$ cat src/rtl/wiper_port_pkg.sv
package wiper_port_pkg;

	// ************************************************************
	// Word layout
	// ************************************************************
	localparam int WORD_W   = 16;
	localparam int CMD_HI   = 15;
	localparam int CMD_LO   = 12;
	localparam int ADDR_HI  = 11;
	localparam int ADDR_LO  = 8;
	localparam int DATA_HI  = 7;
	localparam int DATA_LO  = 0;
	localparam int A0_BIT   = 8;
	localparam int WIPERS   = 2;
	localparam int NV_WORDS = 16;

	// ************************************************************
	// Commands
	// ************************************************************
	localparam logic [3:0] CMD_NOP       = 4'h0;
	localparam logic [3:0] CMD_RELOAD1   = 4'h1;
	localparam logic [3:0] CMD_SAVE      = 4'h2;
	localparam logic [3:0] CMD_NV_WRITE  = 4'h3;
	localparam logic [3:0] CMD_SHR1      = 4'h4;
	localparam logic [3:0] CMD_SHR_ALL   = 4'h5;
	localparam logic [3:0] CMD_DEC1      = 4'h6;
	localparam logic [3:0] CMD_DEC_ALL   = 4'h7;
	localparam logic [3:0] CMD_RELOADALL = 4'h8;
	localparam logic [3:0] CMD_RD_NV     = 4'h9;
	localparam logic [3:0] CMD_RD_WIPER  = 4'hA;
	localparam logic [3:0] CMD_LOAD      = 4'hB;
	localparam logic [3:0] CMD_SHL1      = 4'hC;
	localparam logic [3:0] CMD_SHL_ALL   = 4'hD;
	localparam logic [3:0] CMD_INC1      = 4'hE;
	localparam logic [3:0] CMD_INC_ALL   = 4'hF;

	// ************************************************************
	// Reset values and timing
	// ************************************************************
	localparam logic [7:0]  MIDSCALE      = 8'h80;
	localparam logic [7:0]  USER_NV_RESET = 8'h00;
	localparam logic [15:0] WORD_RESET    = 16'h0000;
	localparam logic [4:0]  CNT_FULL      = 5'h10;
	localparam int          CLK_MHZ       = 200;
	localparam int          SAVE_TIME_US  = 25000;
	localparam int          SAVE_CYCLES   = SAVE_TIME_US * CLK_MHZ;
	localparam logic [22:0] SHORT_BUSY    = 23'h000001;

endpackage

$ cat src/rtl/wiper_port.sv
`timescale 1ns/1ps
// Contract
// - Command 11 loads the data byte into the addressed wiper position register.
// - Command 2 copies the addressed wiper into nonvolatile memory; permanent after 25 ms.
// - At power-on each wiper reloads from its nonvolatile setting.
// - Nonvolatile wiper settings default to midscale before any save.
// - Preset pin low forces midscale; its rising edge reloads from nonvolatile memory.
// - A strobe with no new bits repeats the last step or shift command.
// - Write-protect low blocks serial wiper changes; reloads by 1, 8 or preset still work.
// - Each transfer is a 16-bit word, most significant bit first.
// - The word is decoded and executed only when chip select rises.
// - Word is 4-bit command, 4-bit address, 8-bit data.
// - Serial output is released whenever chip select is high.
// - Slave modes: clock idle high second edge, or idle low first edge.
// - Command 10 reads back a wiper, command 9 a nonvolatile word.
// - Other commands pass the shifted word on for daisy chaining.
// - One input bit is captured per serial clock rising edge.
// - Serial output carries the input stream delayed by 16 clocks.
// - A save locks the shift register and completion shows on the ready pin.
// - Ready pin marks completion of commands 2, 3, 8, 9, 10 and preset.
module wiper_port #(
	parameter int SAVE_CYC = wiper_port_pkg::SAVE_CYCLES
) (
	// Clock and reset
	input  wire logic       CLK,
	input  wire logic       RST_N,
	// Serial port pins
	input  wire logic       SCLK,
	input  wire logic       CS_N,
	input  wire logic       SERIAL_IN_PIN,
	output logic            SDO_O,
	output logic            SDO_OE,
	// Hardware control pins
	input  wire logic       PRESET_N,
	input  wire logic       WP_N,
	output logic            RDY_O,
	output logic            RDY_OE,
	// Wiper positions
	output logic [7:0]      WIPER0,
	output logic [7:0]      WIPER1
);

	// ************************************************************
	// Pin synchronisers
	// ************************************************************
	logic [4:0]  sync1_r;
	logic [4:0]  sync2_r;
	logic        sclk_d_r;
	logic        cs_d_r;
	logic        preset_d_r;
	logic        sclk_s;
	logic        cs_s;
	logic        sdi_s;
	logic        preset_s;
	logic        wp_s;

	always_ff @(posedge CLK or negedge RST_N)
	begin
		if (!RST_N)
		begin
			sync1_r  <= 5'h1F;
			sync2_r  <= 5'h1F;
			sclk_d_r <= 1'b1;
			cs_d_r   <= 1'b1;
			preset_d_r <= 1'b1;
		end
		else
		begin
			sync1_r  <= {SCLK, CS_N, SERIAL_IN_PIN, PRESET_N, WP_N};
			sync2_r  <= sync1_r;
			sclk_d_r <= sclk_s;
			cs_d_r   <= cs_s;
			preset_d_r <= preset_s;
		end
	end

	assign {sclk_s, cs_s, sdi_s, preset_s, wp_s} = sync2_r;

	logic sclk_rise;
	logic cs_rise;
	logic preset_rise;
	assign sclk_rise   = sclk_s && !sclk_d_r;
	assign cs_rise     = cs_s && !cs_d_r;
	assign preset_rise = preset_s && !preset_d_r;

	// ************************************************************
	// Shift register, bit count and word selection
	// ************************************************************
	logic [15:0] shift_r;
	logic [15:0] last_r;
	logic [4:0]  cnt_r;
	logic [22:0] busy_r;
	logic        busy;
	logic [15:0] word;
	logic [3:0]  cmd;
	logic        exec;
	logic        wp_ok;
	logic [7:0]  wiper_r [wiper_port_pkg::WIPERS];
	logic [7:0]  nv_r [wiper_port_pkg::NV_WORDS];

	function automatic logic is_repeat(input logic [3:0] c);
		is_repeat = (c inside {[wiper_port_pkg::CMD_SHR1 : wiper_port_pkg::CMD_DEC_ALL],
			[wiper_port_pkg::CMD_SHL1 : wiper_port_pkg::CMD_INC_ALL]});
	endfunction

	assign busy  = (busy_r != 23'h000000);
	assign exec  = cs_rise;
	// An empty strobe reuses the previous word so push-button stepping needs no data.
	assign word  = (cnt_r == 5'h00 && is_repeat(last_r[wiper_port_pkg::CMD_HI:wiper_port_pkg::CMD_LO]))
		? last_r : shift_r;
	assign cmd   = word[wiper_port_pkg::CMD_HI:wiper_port_pkg::CMD_LO];
	assign wp_ok = wp_s;

	always_ff @(posedge CLK or negedge RST_N)
	begin
		if (!RST_N)
		begin
			shift_r <= wiper_port_pkg::WORD_RESET;
			cnt_r   <= 5'h00;
		end
		else if (exec)
		begin
			cnt_r <= 5'h00;
			if (cmd == wiper_port_pkg::CMD_RD_WIPER)
				shift_r[7:0] <= wiper_r[word[wiper_port_pkg::A0_BIT]];
			else if (cmd == wiper_port_pkg::CMD_RD_NV)
				shift_r[7:0] <= nv_r[word[wiper_port_pkg::ADDR_HI:wiper_port_pkg::ADDR_LO]];
		end
		else if (sclk_rise && !cs_s && !busy)
		begin
			shift_r <= {shift_r[14:0], sdi_s};
			if (cnt_r != wiper_port_pkg::CNT_FULL)
				cnt_r <= cnt_r + 5'h01;
		end
	end

	always_ff @(posedge CLK or negedge RST_N)
	begin
		if (!RST_N)
			last_r <= wiper_port_pkg::WORD_RESET;
		else if (exec)
			last_r <= word;
	end

	// ************************************************************
	// Serial output and ready pin
	// ************************************************************
	// The output bit is the oldest bit held, so the stream leaves 16 clocks late.
	assign SDO_O  = 1'b0;
	assign SDO_OE = !cs_s && !shift_r[15];
	assign RDY_O  = 1'b0;
	assign RDY_OE = busy;

	always_ff @(posedge CLK or negedge RST_N)
	begin
		if (!RST_N)
			busy_r <= 23'h000000;
		else if (exec && wp_ok && (cmd == wiper_port_pkg::CMD_SAVE
			|| cmd == wiper_port_pkg::CMD_NV_WRITE))
			busy_r <= 23'(SAVE_CYC);
		else if ((exec && cmd inside {wiper_port_pkg::CMD_RELOADALL,
			wiper_port_pkg::CMD_RD_NV, wiper_port_pkg::CMD_RD_WIPER}) || preset_rise)
			busy_r <= wiper_port_pkg::SHORT_BUSY;
		else if (busy)
			busy_r <= busy_r - 23'h000001;
	end

	// ************************************************************
	// Nonvolatile setting memory
	// ************************************************************
	// Reset models the factory content; a real array would keep its value over power.
	always_ff @(posedge CLK or negedge RST_N)
	begin
		if (!RST_N)
		begin
			for (int i = 0; i < wiper_port_pkg::NV_WORDS; i++)
				nv_r[i] <= (i < wiper_port_pkg::WIPERS) ? wiper_port_pkg::MIDSCALE
					: wiper_port_pkg::USER_NV_RESET;
		end
		else if (exec && wp_ok && cmd == wiper_port_pkg::CMD_SAVE)
			nv_r[word[wiper_port_pkg::A0_BIT]] <= wiper_r[word[wiper_port_pkg::A0_BIT]];
		else if (exec && wp_ok && cmd == wiper_port_pkg::CMD_NV_WRITE)
			nv_r[word[wiper_port_pkg::ADDR_HI:wiper_port_pkg::ADDR_LO]] <=
				word[wiper_port_pkg::DATA_HI:wiper_port_pkg::DATA_LO];
	end

	// ************************************************************
	// Wiper position registers
	// ************************************************************
	logic reload_r;

	always_ff @(posedge CLK or negedge RST_N)
	begin
		if (!RST_N)
			reload_r <= 1'b1;
		else
			reload_r <= preset_rise;
	end

	function automatic logic [7:0] step(input logic [3:0] c, input logic [7:0] v);
		case (c)
			wiper_port_pkg::CMD_SHR1, wiper_port_pkg::CMD_SHR_ALL: step = {1'b0, v[7:1]};
			wiper_port_pkg::CMD_SHL1, wiper_port_pkg::CMD_SHL_ALL: step = {v[6:0], 1'b1};
			wiper_port_pkg::CMD_DEC1, wiper_port_pkg::CMD_DEC_ALL:
				step = (v == 8'h00) ? v : v - 8'h01;
			wiper_port_pkg::CMD_INC1, wiper_port_pkg::CMD_INC_ALL:
				step = (v == 8'hFF) ? v : v + 8'h01;
			default: step = v;
		endcase
	endfunction

	genvar gi;
	generate
		for (gi = 0; gi < wiper_port_pkg::WIPERS; gi++)
		begin : g_wiper
			logic hit;
			// Odd command codes of the step group act on every wiper.
			assign hit = (word[wiper_port_pkg::A0_BIT] == 1'(gi)) || cmd[0];

			always_ff @(posedge CLK or negedge RST_N)
			begin
				if (!RST_N)
					wiper_r[gi] <= wiper_port_pkg::MIDSCALE;
				else if (!preset_s)
					wiper_r[gi] <= wiper_port_pkg::MIDSCALE;
				else if (reload_r || (exec && cmd == wiper_port_pkg::CMD_RELOADALL)
					|| (exec && cmd == wiper_port_pkg::CMD_RELOAD1
					&& word[wiper_port_pkg::A0_BIT] == 1'(gi)))
					wiper_r[gi] <= nv_r[gi];
				else if (exec && wp_ok && cmd == wiper_port_pkg::CMD_LOAD
					&& word[wiper_port_pkg::A0_BIT] == 1'(gi))
					wiper_r[gi] <= word[wiper_port_pkg::DATA_HI:wiper_port_pkg::DATA_LO];
				else if (exec && wp_ok && hit && is_repeat(cmd))
					wiper_r[gi] <= step(cmd, wiper_r[gi]);
			end
		end
	endgenerate

	assign WIPER0 = wiper_r[0];
	assign WIPER1 = wiper_r[1];

	// ************************************************************
	// Assertions
	// ************************************************************
	AST_SDO_RELEASED: assert property (@(posedge CLK) disable iff (!RST_N)
		cs_s |-> !SDO_OE) else $error("Serial output driven with chip select high.");

	AST_NO_EARLY_EXEC: assert property (@(posedge CLK) disable iff (!RST_N)
		(!cs_rise && preset_s && !reload_r) |=> $stable(WIPER0))
		else $error("Wiper changed without a chip select rise.");

	AST_LOAD: assert property (@(posedge CLK) disable iff (!RST_N)
		(exec && preset_s && !reload_r && wp_s && cmd == wiper_port_pkg::CMD_LOAD && !word[8])
		|=> WIPER0 == $past(word[7:0])) else $error("Load command did not set the wiper.");

	AST_WP_BLOCK: assert property (@(posedge CLK) disable iff (!RST_N)
		(exec && preset_s && !reload_r && !wp_s && cmd == wiper_port_pkg::CMD_LOAD)
		|=> $stable(WIPER0) && $stable(WIPER1)) else $error("Load passed write protect.");

	AST_PRESET_MID: assert property (@(posedge CLK) disable iff (!RST_N)
		!preset_s |=> WIPER0 == wiper_port_pkg::MIDSCALE && WIPER1 == wiper_port_pkg::MIDSCALE)
		else $error("Preset low did not force midscale.");

	AST_SAVE_BUSY: assert property (@(posedge CLK) disable iff (!RST_N)
		(exec && wp_s && cmd == wiper_port_pkg::CMD_SAVE && !word[8])
		|=> RDY_OE && nv_r[0] == $past(WIPER0)) else $error("Save did not store or go busy.");

	AST_LOCK: assert property (@(posedge CLK) disable iff (!RST_N)
		(busy && !exec) |=> $stable(shift_r)) else $error("Shift register moved while busy.");

	AST_CAPTURE: assert property (@(posedge CLK) disable iff (!RST_N)
		(sclk_rise && !cs_s && !busy && !exec) |=> shift_r[0] == $past(sdi_s)
		&& shift_r[15:1] == $past(shift_r[14:0])) else $error("Serial bit not captured.");

	AST_READBACK: assert property (@(posedge CLK) disable iff (!RST_N)
		(exec && cmd == wiper_port_pkg::CMD_RD_WIPER && !word[8])
		|=> shift_r[7:0] == $past(WIPER0)) else $error("Wiper readback not loaded.");

endmodule

$ cat config.mk
export PLATFORM = sky130hd
export DESIGN_NAME = wiper_port
export DESIGN_NICKNAME = d
export VERILOG_FILES = /design/src/rtl/wiper_port_pkg.sv /design/src/rtl/wiper_port.sv
export SDC_FILE = /design/constraint.sdc
export NUM_CORES = 1
export LEC_CHECK = 0
export ABC_AREA = 1
export BUFFER_PORTS_ARGS = -buffer_cell sky130_fd_sc_hd__buf_2
export CAP_MARGIN = 25
export CORE_MARGIN = 4
export CORE_UTILIZATION = 40
export CTS_BUF_LIST = sky130_fd_sc_hd__clkbuf_16
export DETAILED_ROUTE_END_ITERATION = 10
export GPL_TIMING_DRIVEN = 0
export PLACE_DENSITY = 0.56
export SETUP_SLACK_MARGIN = 0.3
export SYNTH_ARGS = -nofsm -noshare
export SYNTH_HDL_FRONTEND = slang
export SYNTH_SLANG_ARGS = --single-unit
$ cat constraint.sdc
create_clock -name CLK -period 3.37 [get_ports CLK]
set_input_delay 0.5055 -clock CLK [delete_from_list [all_inputs] [get_ports CLK]]
set_output_delay 0.5055 -clock CLK [all_outputs]
set_load 0.05 [all_outputs]
==> results.cfg, run 1 <==
[status]
outcome = finished clean

[final_layout]
area_growth_pct = 16.5
fin_nets = 1523
final_layout_size_suffix_gt1_frac = 0.147
n_antenna_cell = 0
post-route-util = 0.476

[routing]
m1WireLength_mm = 16.2
drcViolationCount = 0
drtPass1Iterations = 7
top_layer_used = met4
vias_per_cell = 5.41
ant_nets = 0
route.met2.wl_mm = 16.5
avgRoutedWirePerCell_um = 18.6
dr_total_vias = 10323
wl_met3_mm = 1.94
drt-total-wl_mm = 35.5
drt-initial-drc-count = 928

[floorplan]
ioPinCount = 27
initial_core_util = 0.409
die-height_um = 177
core_area_sq_um = 28100
die_area_sq_um = 31500
num_rows = 61
die_x_um = 177

[critical_path]
crit_arrival_ns = 2.57
cp_data_required_time_ns = 2.86
start_kind = register
path_class = reg2out
cp-startpoint = busy_r[0]
cp-end-kind = output pin
worstReg2RegEnd = WIPER1[2]
path_max_fanout = 7
endpoint = RDY_OE
reg2reg_slack_ns = 0.47
worstReg2RegStart = cnt_r[0]
r2r_cells = 14

[clock_network]
htree_num_levels = 1
cts_root_buffer = clkbuf_16
clock-sinks = 218
clkTransAtPathRegs_ns = 0.06
cts_tree = yes
clk_path_buf_depth = 3
cts_inserted_buffers = 26
clk_latency_ns = 0.54

[sta]
finalSetupViolCount = 0
rsz0062_at_grt = yes
relSlewSlack = 0.493
skew_ns = 0.0140
drv_slew = 0
fmax_ghz = 0.325
max_slew.worst_pin.slew_ns = 0.761
period_share = 0.914
finalCriticalPeriod_ns = 3.08
hold_violations = 0
fin_hold_ws_ns = 0.0647

[yosys]
syn_area_sq_um = 11500
synth_cell_type_count = 51
ys_seq_area_frac = 0.477
async_flop_share = 1.00
avgSynthCellArea_sq_um = 7.96
synthFlopType = dfrtp_1
yosysWarnings = 0
synthCells = 1442
synth-edff-count = 0
ys_ff_latch = 218

[power]
p_leak_uw = 0.00644
power.density_nw_per_um2 = 777
peakVddDrop_uv = 391

[grt]
antenna_found_initial = 0
grt_pass1_wl_mm = 56.5
gr-total-overflow = 0
grt_usage = 0.226
grt_max_degree = 105
grt_pass1_vias = 9952

[placed_design]
hpwl_mm = 25.5
portBuffers = 24
place_congestion = 0.947

[worst_hold_path]
hp-class = in2reg
min_from = SCLK

[flow_run]
cap_violations = 0
-- worst max-delay path, stage by stage, from the launching register on --
cell     delay, ns
dfrtp_1       0.37
inv_2         0.12
ha_2          0.21
nand2_1       0.11
nor2_4        0.13
nand2_2       0.11
nor3_4        0.18
nand4_1       0.18
nor2_1        0.15
nand2_1       0.08
nor2_1        0.11
inv_2         0.09
buf_4         0.20
-- flip-flops by register name, indices dropped and copies added (netlist names) --
register,count
WIPER0,8
WIPER1,8
busy_r,23
cnt_r,5
cs_d_r,1
last_r,16
nv_r,128
preset_d_r,1
reload_r,1
sclk_d_r,1
shift_r,16
sync1_r,5
sync2_r,5
-- per-stage QoR --
stage	power [uW]	cell area [sq um]	worst slack [ns]	std cells	TNS, ns
after floorplan	5860	11500	0.749	1443	0
after global routing	11000	13400	0.0958	1908	0
after detailed placement	7170	12200	0.123	1851	0
after global placement	7110	12100	-2.17	1845	-443.94
final	10400	13400	0.290	1908	0
after CTS	10200	13200	0.158	1903	0
-- synthesized netlist by cell type (all sizes together) (2+ instances only) --
cell type | n | share of area
mux2 | 2 | 0.0020
xor2 | 14 | 0.011
nor2 | 118 | 0.042
nand3b | 2 | 0.0013
a22oi | 63 | 0.041
nand2 | 383 | 0.13
a221oi | 4 | 0.0031
clkbuf | 37 | 0.012
ha | 5 | 0.0054
dfstp | 18 | 0.041
nor4 | 7 | 0.0038
a22o | 2 | 0.0015
mux2i | 4 | 0.0035
buf | 22 | 0.014
o22ai | 11 | 0.0060
a21oi | 63 | 0.027
a211oi | 3 | 0.0020
a32o | 3 | 0.0026
dfrtp | 200 | 0.44
o21ai | 221 | 0.098
o41ai | 4 | 0.0031
inv | 148 | 0.049
or2 | 2 | 0.0011
nor3 | 20 | 0.016
nand4 | 26 | 0.015
nand3 | 39 | 0.018
a31oi | 3 | 0.0016
o211ai | 11 | 0.0072
-- timing repair --
| item | 4_1_cts | 5_1_grt |
|---|---|---|
| pin swaps | 2 | 4 |
| cloned | 0 | 1 |
| setup buffers | 4 | 3 |
| setup endpoints to repair | 121 | 120 |
| hold buffers | 1 | 0 |
| endpoints found under the hold margin | 22 | 0 |
| resized for setup | 21 | 44 |
-- cell type report --
class | instances | area (sq um)
plain buffers | 59 | 322
clock buffers | 26 | 651
clock inverters | 21 | 250
repair buffers | 40 | 320
flip-flops and latches | 218 | 5480
inverters | 148 | 558
multi-input cells | 1018 | 5330
fillers | 2842 | 14700
well taps | 378 | 473
-- where the power goes --
part	leakage (uW)	internal, uW	switching (uW)
combinational	0.00310	1090	3100
clock	0.000438	1790	1170
sequential	0.00291	2940	312
-- cell usage in the layout, fill, tap and decap left out, types with 23 or more instances in the layout --
master	n
clkbuf_16	27
o21ai_1	75
clkbuf_1	23
a21oi_1	63
buf_2	31
nand2_1	362
a22oi_1	63
dfrtp_1	200
o21ai_0	134
nand3_1	33
nand4_1	25
inv_1	129
nor2_1	104
-- metal layers --
metal / track usage / up-vias
li1: - / 4978
met1: 0.323 / 4968
met2: 0.361 / 310
met3: 0.0294 / 67
met4: 0.0667 / 0
met5: 0 / -
-- kinds of logic after synthesis --
kind of cell             share of synthesized area
flip-flops                                   0.477
other                                     0.000327
buffers and inverters                       0.0744
AO/OA/AOI/OAI                                0.196
XOR/XNOR                                    0.0114
multiplexers                               0.00545
adder cells (fa/ha/maj)                    0.00545
AND/OR/NAND/NOR                              0.230
-- worst min-delay path by stage --
stage	cells past startpoint	endpoint
final	1	sync1_r[4]
after global placement	0	sync2_r[1]
after CTS	1	sync1_r[4]
after floorplan	0	WIPER0[0]
after detailed placement	0	sync2_r[0]
after global routing	1	sync1_r[4]
Note: power is estimated with default switching activity, not from simulation.
==> run 2: changes to the inputs <==
- CORE_UTILIZATION: 40 -> 50
- PLACE_DENSITY: 0.56 -> 0.67
==> run 2 against run 1 <==
  * Sequential power hardly changed
  * Final cell count decreased by 4.6%
  * Routed wire length down 6.4%
  * Clock power is 3% higher
  * Core utilization increased by 11 points
  * Register-to-register slack worse by 0.02 ns
  * Via count rose by 1.1%
  * Critical endpoint unchanged
  * Largest power group unchanged
==> results.cfg, run 2 (synthesized netlist as in run 1, its figures left out) <==
[placed_design]
hpwl_mm = 23.7
portBuffers = 24
postPlaceCellArea_sq_um = 12000
place_congestion = 1.03
dp_slack_ns = 0.173

[clock_network]
clk_path_buf_depth = 3
cts_tree = yes
clkTransAtPathRegs_ns = 0.06
htree_num_levels = 1
clk_latency_ns = 0.53
clock-sinks = 218
cts_inserted_buffers = 25
cts_root_buffer = clkbuf_16

[sta]
relSlewSlack = 0.425
period_share = 0.916
hold_violations = 0
max_slew.worst_pin.slew_ns = 0.863
setup-tns-final_ns = 0
finalCriticalPeriod_ns = 3.09
finalSetupViolCount = 0
fmax_ghz = 0.324
rsz0062_at_grt = yes
skew_ns = 0.0171
setup_slack_ns = 0.284
drv_slew = 0

[critical_path]
crit_chain = inv_1 > ha_2 > nand2_1 > nor2_4 > nand2_2 > nor3_4 > nand4_1 > nor2_2 > nand2_1 > nor2_2 > inv_2 > buf_4
critical-path-top-delay-family = simple AND/OR/NAND/NOR gates
cp_slowest_cell = dfrtp_1
cpPeakStageDelay_ns = 0.39
crit_buf_inv = 3
path_depth = 12
cp-end-kind = output pin
crit_arrival_ns = 2.58
r2r_cells = 14
cp_data_required_time_ns = 2.86
start_kind = register
path_max_fanout = 6
path_class = reg2out

[worst_hold_path]
hp-class = in2async

[routing]
drt-initial-drc-count = 1184
dr_total_vias = 10439
ant_nets = 0
drcViolationCount = 0
drtPass1Iterations = 8
vias_per_cell = 5.74
drt-total-wl_mm = 33.3
avgRoutedWirePerCell_um = 18.3

[grt]
grt_pass1_vias = 10161
antenna_found_initial = 0
grt_pass1_wl_mm = 54.2
gr-total-overflow = 0
grt_usage = 0.260
grt_max_degree = 111

[status]
outcome = finished clean

[final_layout]
n_antenna_cell = 0
final_cell_mix = nand2_1 (364), dfrtp_1 (200), o21ai_0 (133)
final_cell_area_sq_um = 13200
final_layout_size_suffix_gt1_frac = 0.143
fin_nets = 1528
final_common_cell = nand2_1
n_fill_cell = 2090
top_regs = nv_r (128), busy_r (23)
regMostFlops = nv_r
post-route-util = 0.584
largest_reg_flops = 128
area_growth_pct = 15.2

[power]
swShare = 0.428
p_leak_uw = 0.00646
power_frac_comb = 0.396
power.density_nw_per_um2 = 788
p_sw_uw = 4460
p_int_uw = 5970
power_uw = 10400
peakVddDrop_uv = 428
p_seq_frac = 0.311
clockPowerShare = 0.293

[floorplan]
num_rows = 55
die_area_sq_um = 25500
initial_core_util = 0.507
die-height_um = 160
ioPinCount = 27
die_x_um = 160
core_area_sq_um = 22600

[flow_run]
cap_violations = 0
==> run 2: cell types whose count changed in the layout (fill, tap and decap cells not counted), sizes merged <==
cell | before | now
buf | 60 | 69
bufinv | 5 | 8
clkbuf | 64 | 61
clkinvlp | 3 | 0
clkinv | 12 | 10
inv | 149 | 151
dlygate4sd3 | 1 | 0
==> run 2: routing by layer <==
layer,wire (um),part of all wire,GRT usage
met1,14100,0.42,0.354
met2,15500,0.47,0.429
met3,2350,0.071,0.0378
met4,1300,0.039,0.0860
met5,0,0,0
==> run 2: timing repair <==
action,CTS,global route
pin swaps,2,9
hold buffers,0,0
endpoints found under the setup margin,42,129
gates resized for setup,11,49
buffers inserted,6,10
==> run 2: layout make-up <==
| type | instances | area (sq um) | area share |
|---|---|---|---|
| Buffer | 59 | 322 | 0.0243 |
| Clock buffer | 25 | 626 | 0.0473 |
| Clock inverter | 21 | 299 | 0.0226 |
| Inverter | 148 | 558 | 0.0422 |
| Multi-Input combinational cell | 1018 | 5270 | 0.398 |
| Sequential cell | 218 | 5480 | 0.414 |
| Tap cell | 285 | 357 | 0.0270 |
| Timing Repair Buffer | 46 | 323 | 0.0244 |
==> run 2: worst paths after layout <==
check	startpoint	endpoint	slack (ns)
worst max-delay path	busy_r[1]	RDY_OE	0.28
worst min-delay path	RST_N	busy_r[1]	0.03
worst max register to register	cnt_r[1]	shift_r[0]	0.45
worst min register to register	sync1_r[2]	sync2_r[2]	0.35
max in group asynchronous	RST_N	nv_r[35]	2.34
min in group CLK	PRESET_N	sync1_r[1]	0.07
==> run 2: power groups by stage <==
stage | Sequential (uW) | Combinational, uW | Clock, uW
after floorplan | 3350 | 2500 | 0
after global placement | 3260 | 3750 | 0
after detailed placement | 3270 | 3850 | 0
after CTS | 3230 | 3910 | 3100
after global routing | 3290 | 4500 | 3240
final | 3240 | 4130 | 3060
==> run 2: through the flow <==
step,hold slack (ns),std cells
6_report,0.0306,1820
5_1_grt,0.0612,1820
4_1_cts,0.0612,1810
3_5_place_dp,0.348,1758
3_3_place_gp,0.346,1752
2_1_floorplan,0.210,1443
==> run 3: changes to the inputs <==
- clock period: 3.37 -> 3.2 ns (I/O delays scaled with it)
==> run 3 against run 2 <==
  * The flow now finishes with violations (negative hold slack)
  * Via count up 0.65%
  * Die area unchanged
  * Critical path depth unchanged
  * Combinational power up 12%
  * First-iteration DRC count down 6.3%
  * Sequential power up 6%
  * Final cell count up 1.0%
  * Largest cell class unchanged
==> results.cfg, run 3 (synthesized netlist as in run 1, its figures left out) <==
[status]
outcome = finished with violations
violations = negative hold slack

[floorplan]
die_x_um = 160
die_area_sq_um = 25500
initial_core_util = 0.507
core_area_sq_um = 22600
num_rows = 55
die-height_um = 160
ioPinCount = 27

[critical_path]
reg2reg_slack_ns = 0.40
path_class = reg2out
worstReg2RegEnd = nv_r[70]
path_max_fanout = 5
crit_chain = inv_2 > ha_4 > nand2_4 > nor2_4 > nand2_4 > nor3_4 > nand4_1 > nor2_2 > nand2_2 > nor2_2 > inv_2 > buf_8
cp-end-kind = output pin
r2r_cells = 15
cpPeakStageDelay_ns = 0.40
crit_arrival_ns = 2.42
start_kind = register
cp_data_required_time_ns = 2.72
worstReg2RegStart = cnt_r[0]
cp_slowest_cell = dfrtp_1

[sta]
finalCriticalPeriod_ns = 2.90
max_slew.worst_pin.slew_ns = 0.873
skew_ns = 0.0159
hold_violations = 4
setup-tns-final_ns = 0
rsz0062_at_grt = yes
relSlewSlack = 0.418
setup_slack_ns = 0.301
finalSetupViolCount = 0
drv_slew = 0
fin_hold_ws_ns = -0.0155
fmax_ghz = 0.345
period_share = 0.906

[placed_design]
place_congestion = 1.03
portBuffers = 24
dp_slack_ns = 0.00318
hpwl_mm = 23.7

[grt]
grt_pass1_vias = 10176
grt_usage = 0.260
grt_pass1_wl_mm = 54.3
grt_max_degree = 111
gr-total-overflow = 0
antenna_found_initial = 0

[routing]
drcViolationCount = 0
ant_nets = 0
avgRoutedWirePerCell_um = 18.4
drtPass1Iterations = 6
drt-initial-drc-count = 1109
drt-total-wl_mm = 33.9
vias_per_cell = 5.71
dr_total_vias = 10507

[clock_network]
clkTransAtPathRegs_ns = 0.06
clk_latency_ns = 0.53
clk_path_buf_depth = 3
clock-sinks = 218
holdBufCountCts = 0
cts_tree = yes
cts_root_buffer = clkbuf_16
cts_inserted_buffers = 25
htree_num_levels = 1

[final_layout]
top_regs = nv_r (128), busy_r (23)
final_layout_size_suffix_gt1_frac = 0.169
final_common_cell = nand2_1
area_growth_pct = 18.1
regMostFlops = nv_r
largest_reg_flops = 128
n_antenna_cell = 0
final_cell_mix = nand2_1 (359), dfrtp_1 (200), o21ai_0 (132)
fin_nets = 1547

[power]
peakVddDrop_uv = 454
p_leak_uw = 0.00661
power.density_nw_per_um2 = 830

[flow_run]
cap_violations = 0

[worst_hold_path]
hp-class = in2async
-- run 3: cell types whose count changed in the layout (fill, tap and decap cells not counted), moves of 3 or more --
cell,before,now
inv_2,18,21
nand2_1,364,359
inv_1,131,128
nor2_4,2,5
clkbuf_1,22,19
nor2_1,105,100
nand2_2,11,14
clkbuf_2,14,18
buf_4,23,40
o21ai_4,0,4
buf_8,2,5
-- run 3: worst max-delay path by stage --
stage,from,endpoint,slack (ns)
after floorplan,cnt_r[0],WIPER1[6],0.58
after global placement,RST_N,nv_r[46],-2.17
after detailed placement,cnt_r[0],nv_r[19],0.003
after CTS,busy_r[0],RDY_OE,0.17
after global routing,busy_r[1],RDY_OE,0.20
final,busy_r[1],RDY_OE,0.30
-- run 3: cell type report --
cell class,instances,area (sq um)
timing repair buffer,65,490
clock buffer,25,626
buffer,59,334
tap,285,357
clock inverter,21,299
inverter,148,558
multi-input combinational,1018,5410
fill,2040,9080
sequential,218,5480
-- run 3: per-layer routing --
| metal | vias to the layer above | track usage | routed length (um) |
|---|---|---|---|
| met2 | 410 | 0.429 | 15800 |
| met3 | 95 | 0.0378 | 2250 |
| met5 | - | 0 | 0 |
| li1 | 5032 | - | - |
| met1 | 4970 | 0.354 | 14500 |
| met4 | 0 | 0.0872 | 1370 |
-- run 3: report_power, final --
part	switching, uW	internal, uW	total [uW]
Sequential	335	3090	3420
Clock	1160	2060	3220
Combinational	3340	1280	4610
Total	4830	6420	11300
-- run 3: what timing repair did --
item | in CTS | in global routing
buffers inserted | 11 | 23
setup endpoints to repair | 141 | 168
pin swaps | 7 | 13
gates cloned | 0 | 1
resized for setup | 39 | 52
-- run 3: critical path, delay by kind of cell (launching register included) --
kind                       cells  cell delay (ns)
adders and majority gates      1             0.15
and+or+nand+nor                8             1.00
buffers and inverters          3             0.33
DFF                            1             0.40
-- run 3: metrics by stage --
| stage | power [uW] | cells | utilization | cell area (sq um) | hold WS, ns |
|---|---|---|---|---|---|
| 2_1_floorplan | 6170 | 1443 | - | 11500 | 0.184 |
| 3_3_place_gp | 7390 | 1752 | 0.528 | 12000 | 0.346 |
| 3_5_place_dp | 7500 | 1758 | 0.532 | 12000 | 0.348 |
| 4_1_cts | 10900 | 1815 | 0.581 | 13200 | 0.0357 |
| 5_1_grt | 11900 | 1839 | 0.599 | 13600 | 0.0357 |
| 6_report | 11300 | 1839 | 0.599 | 13600 | -0.0155 |
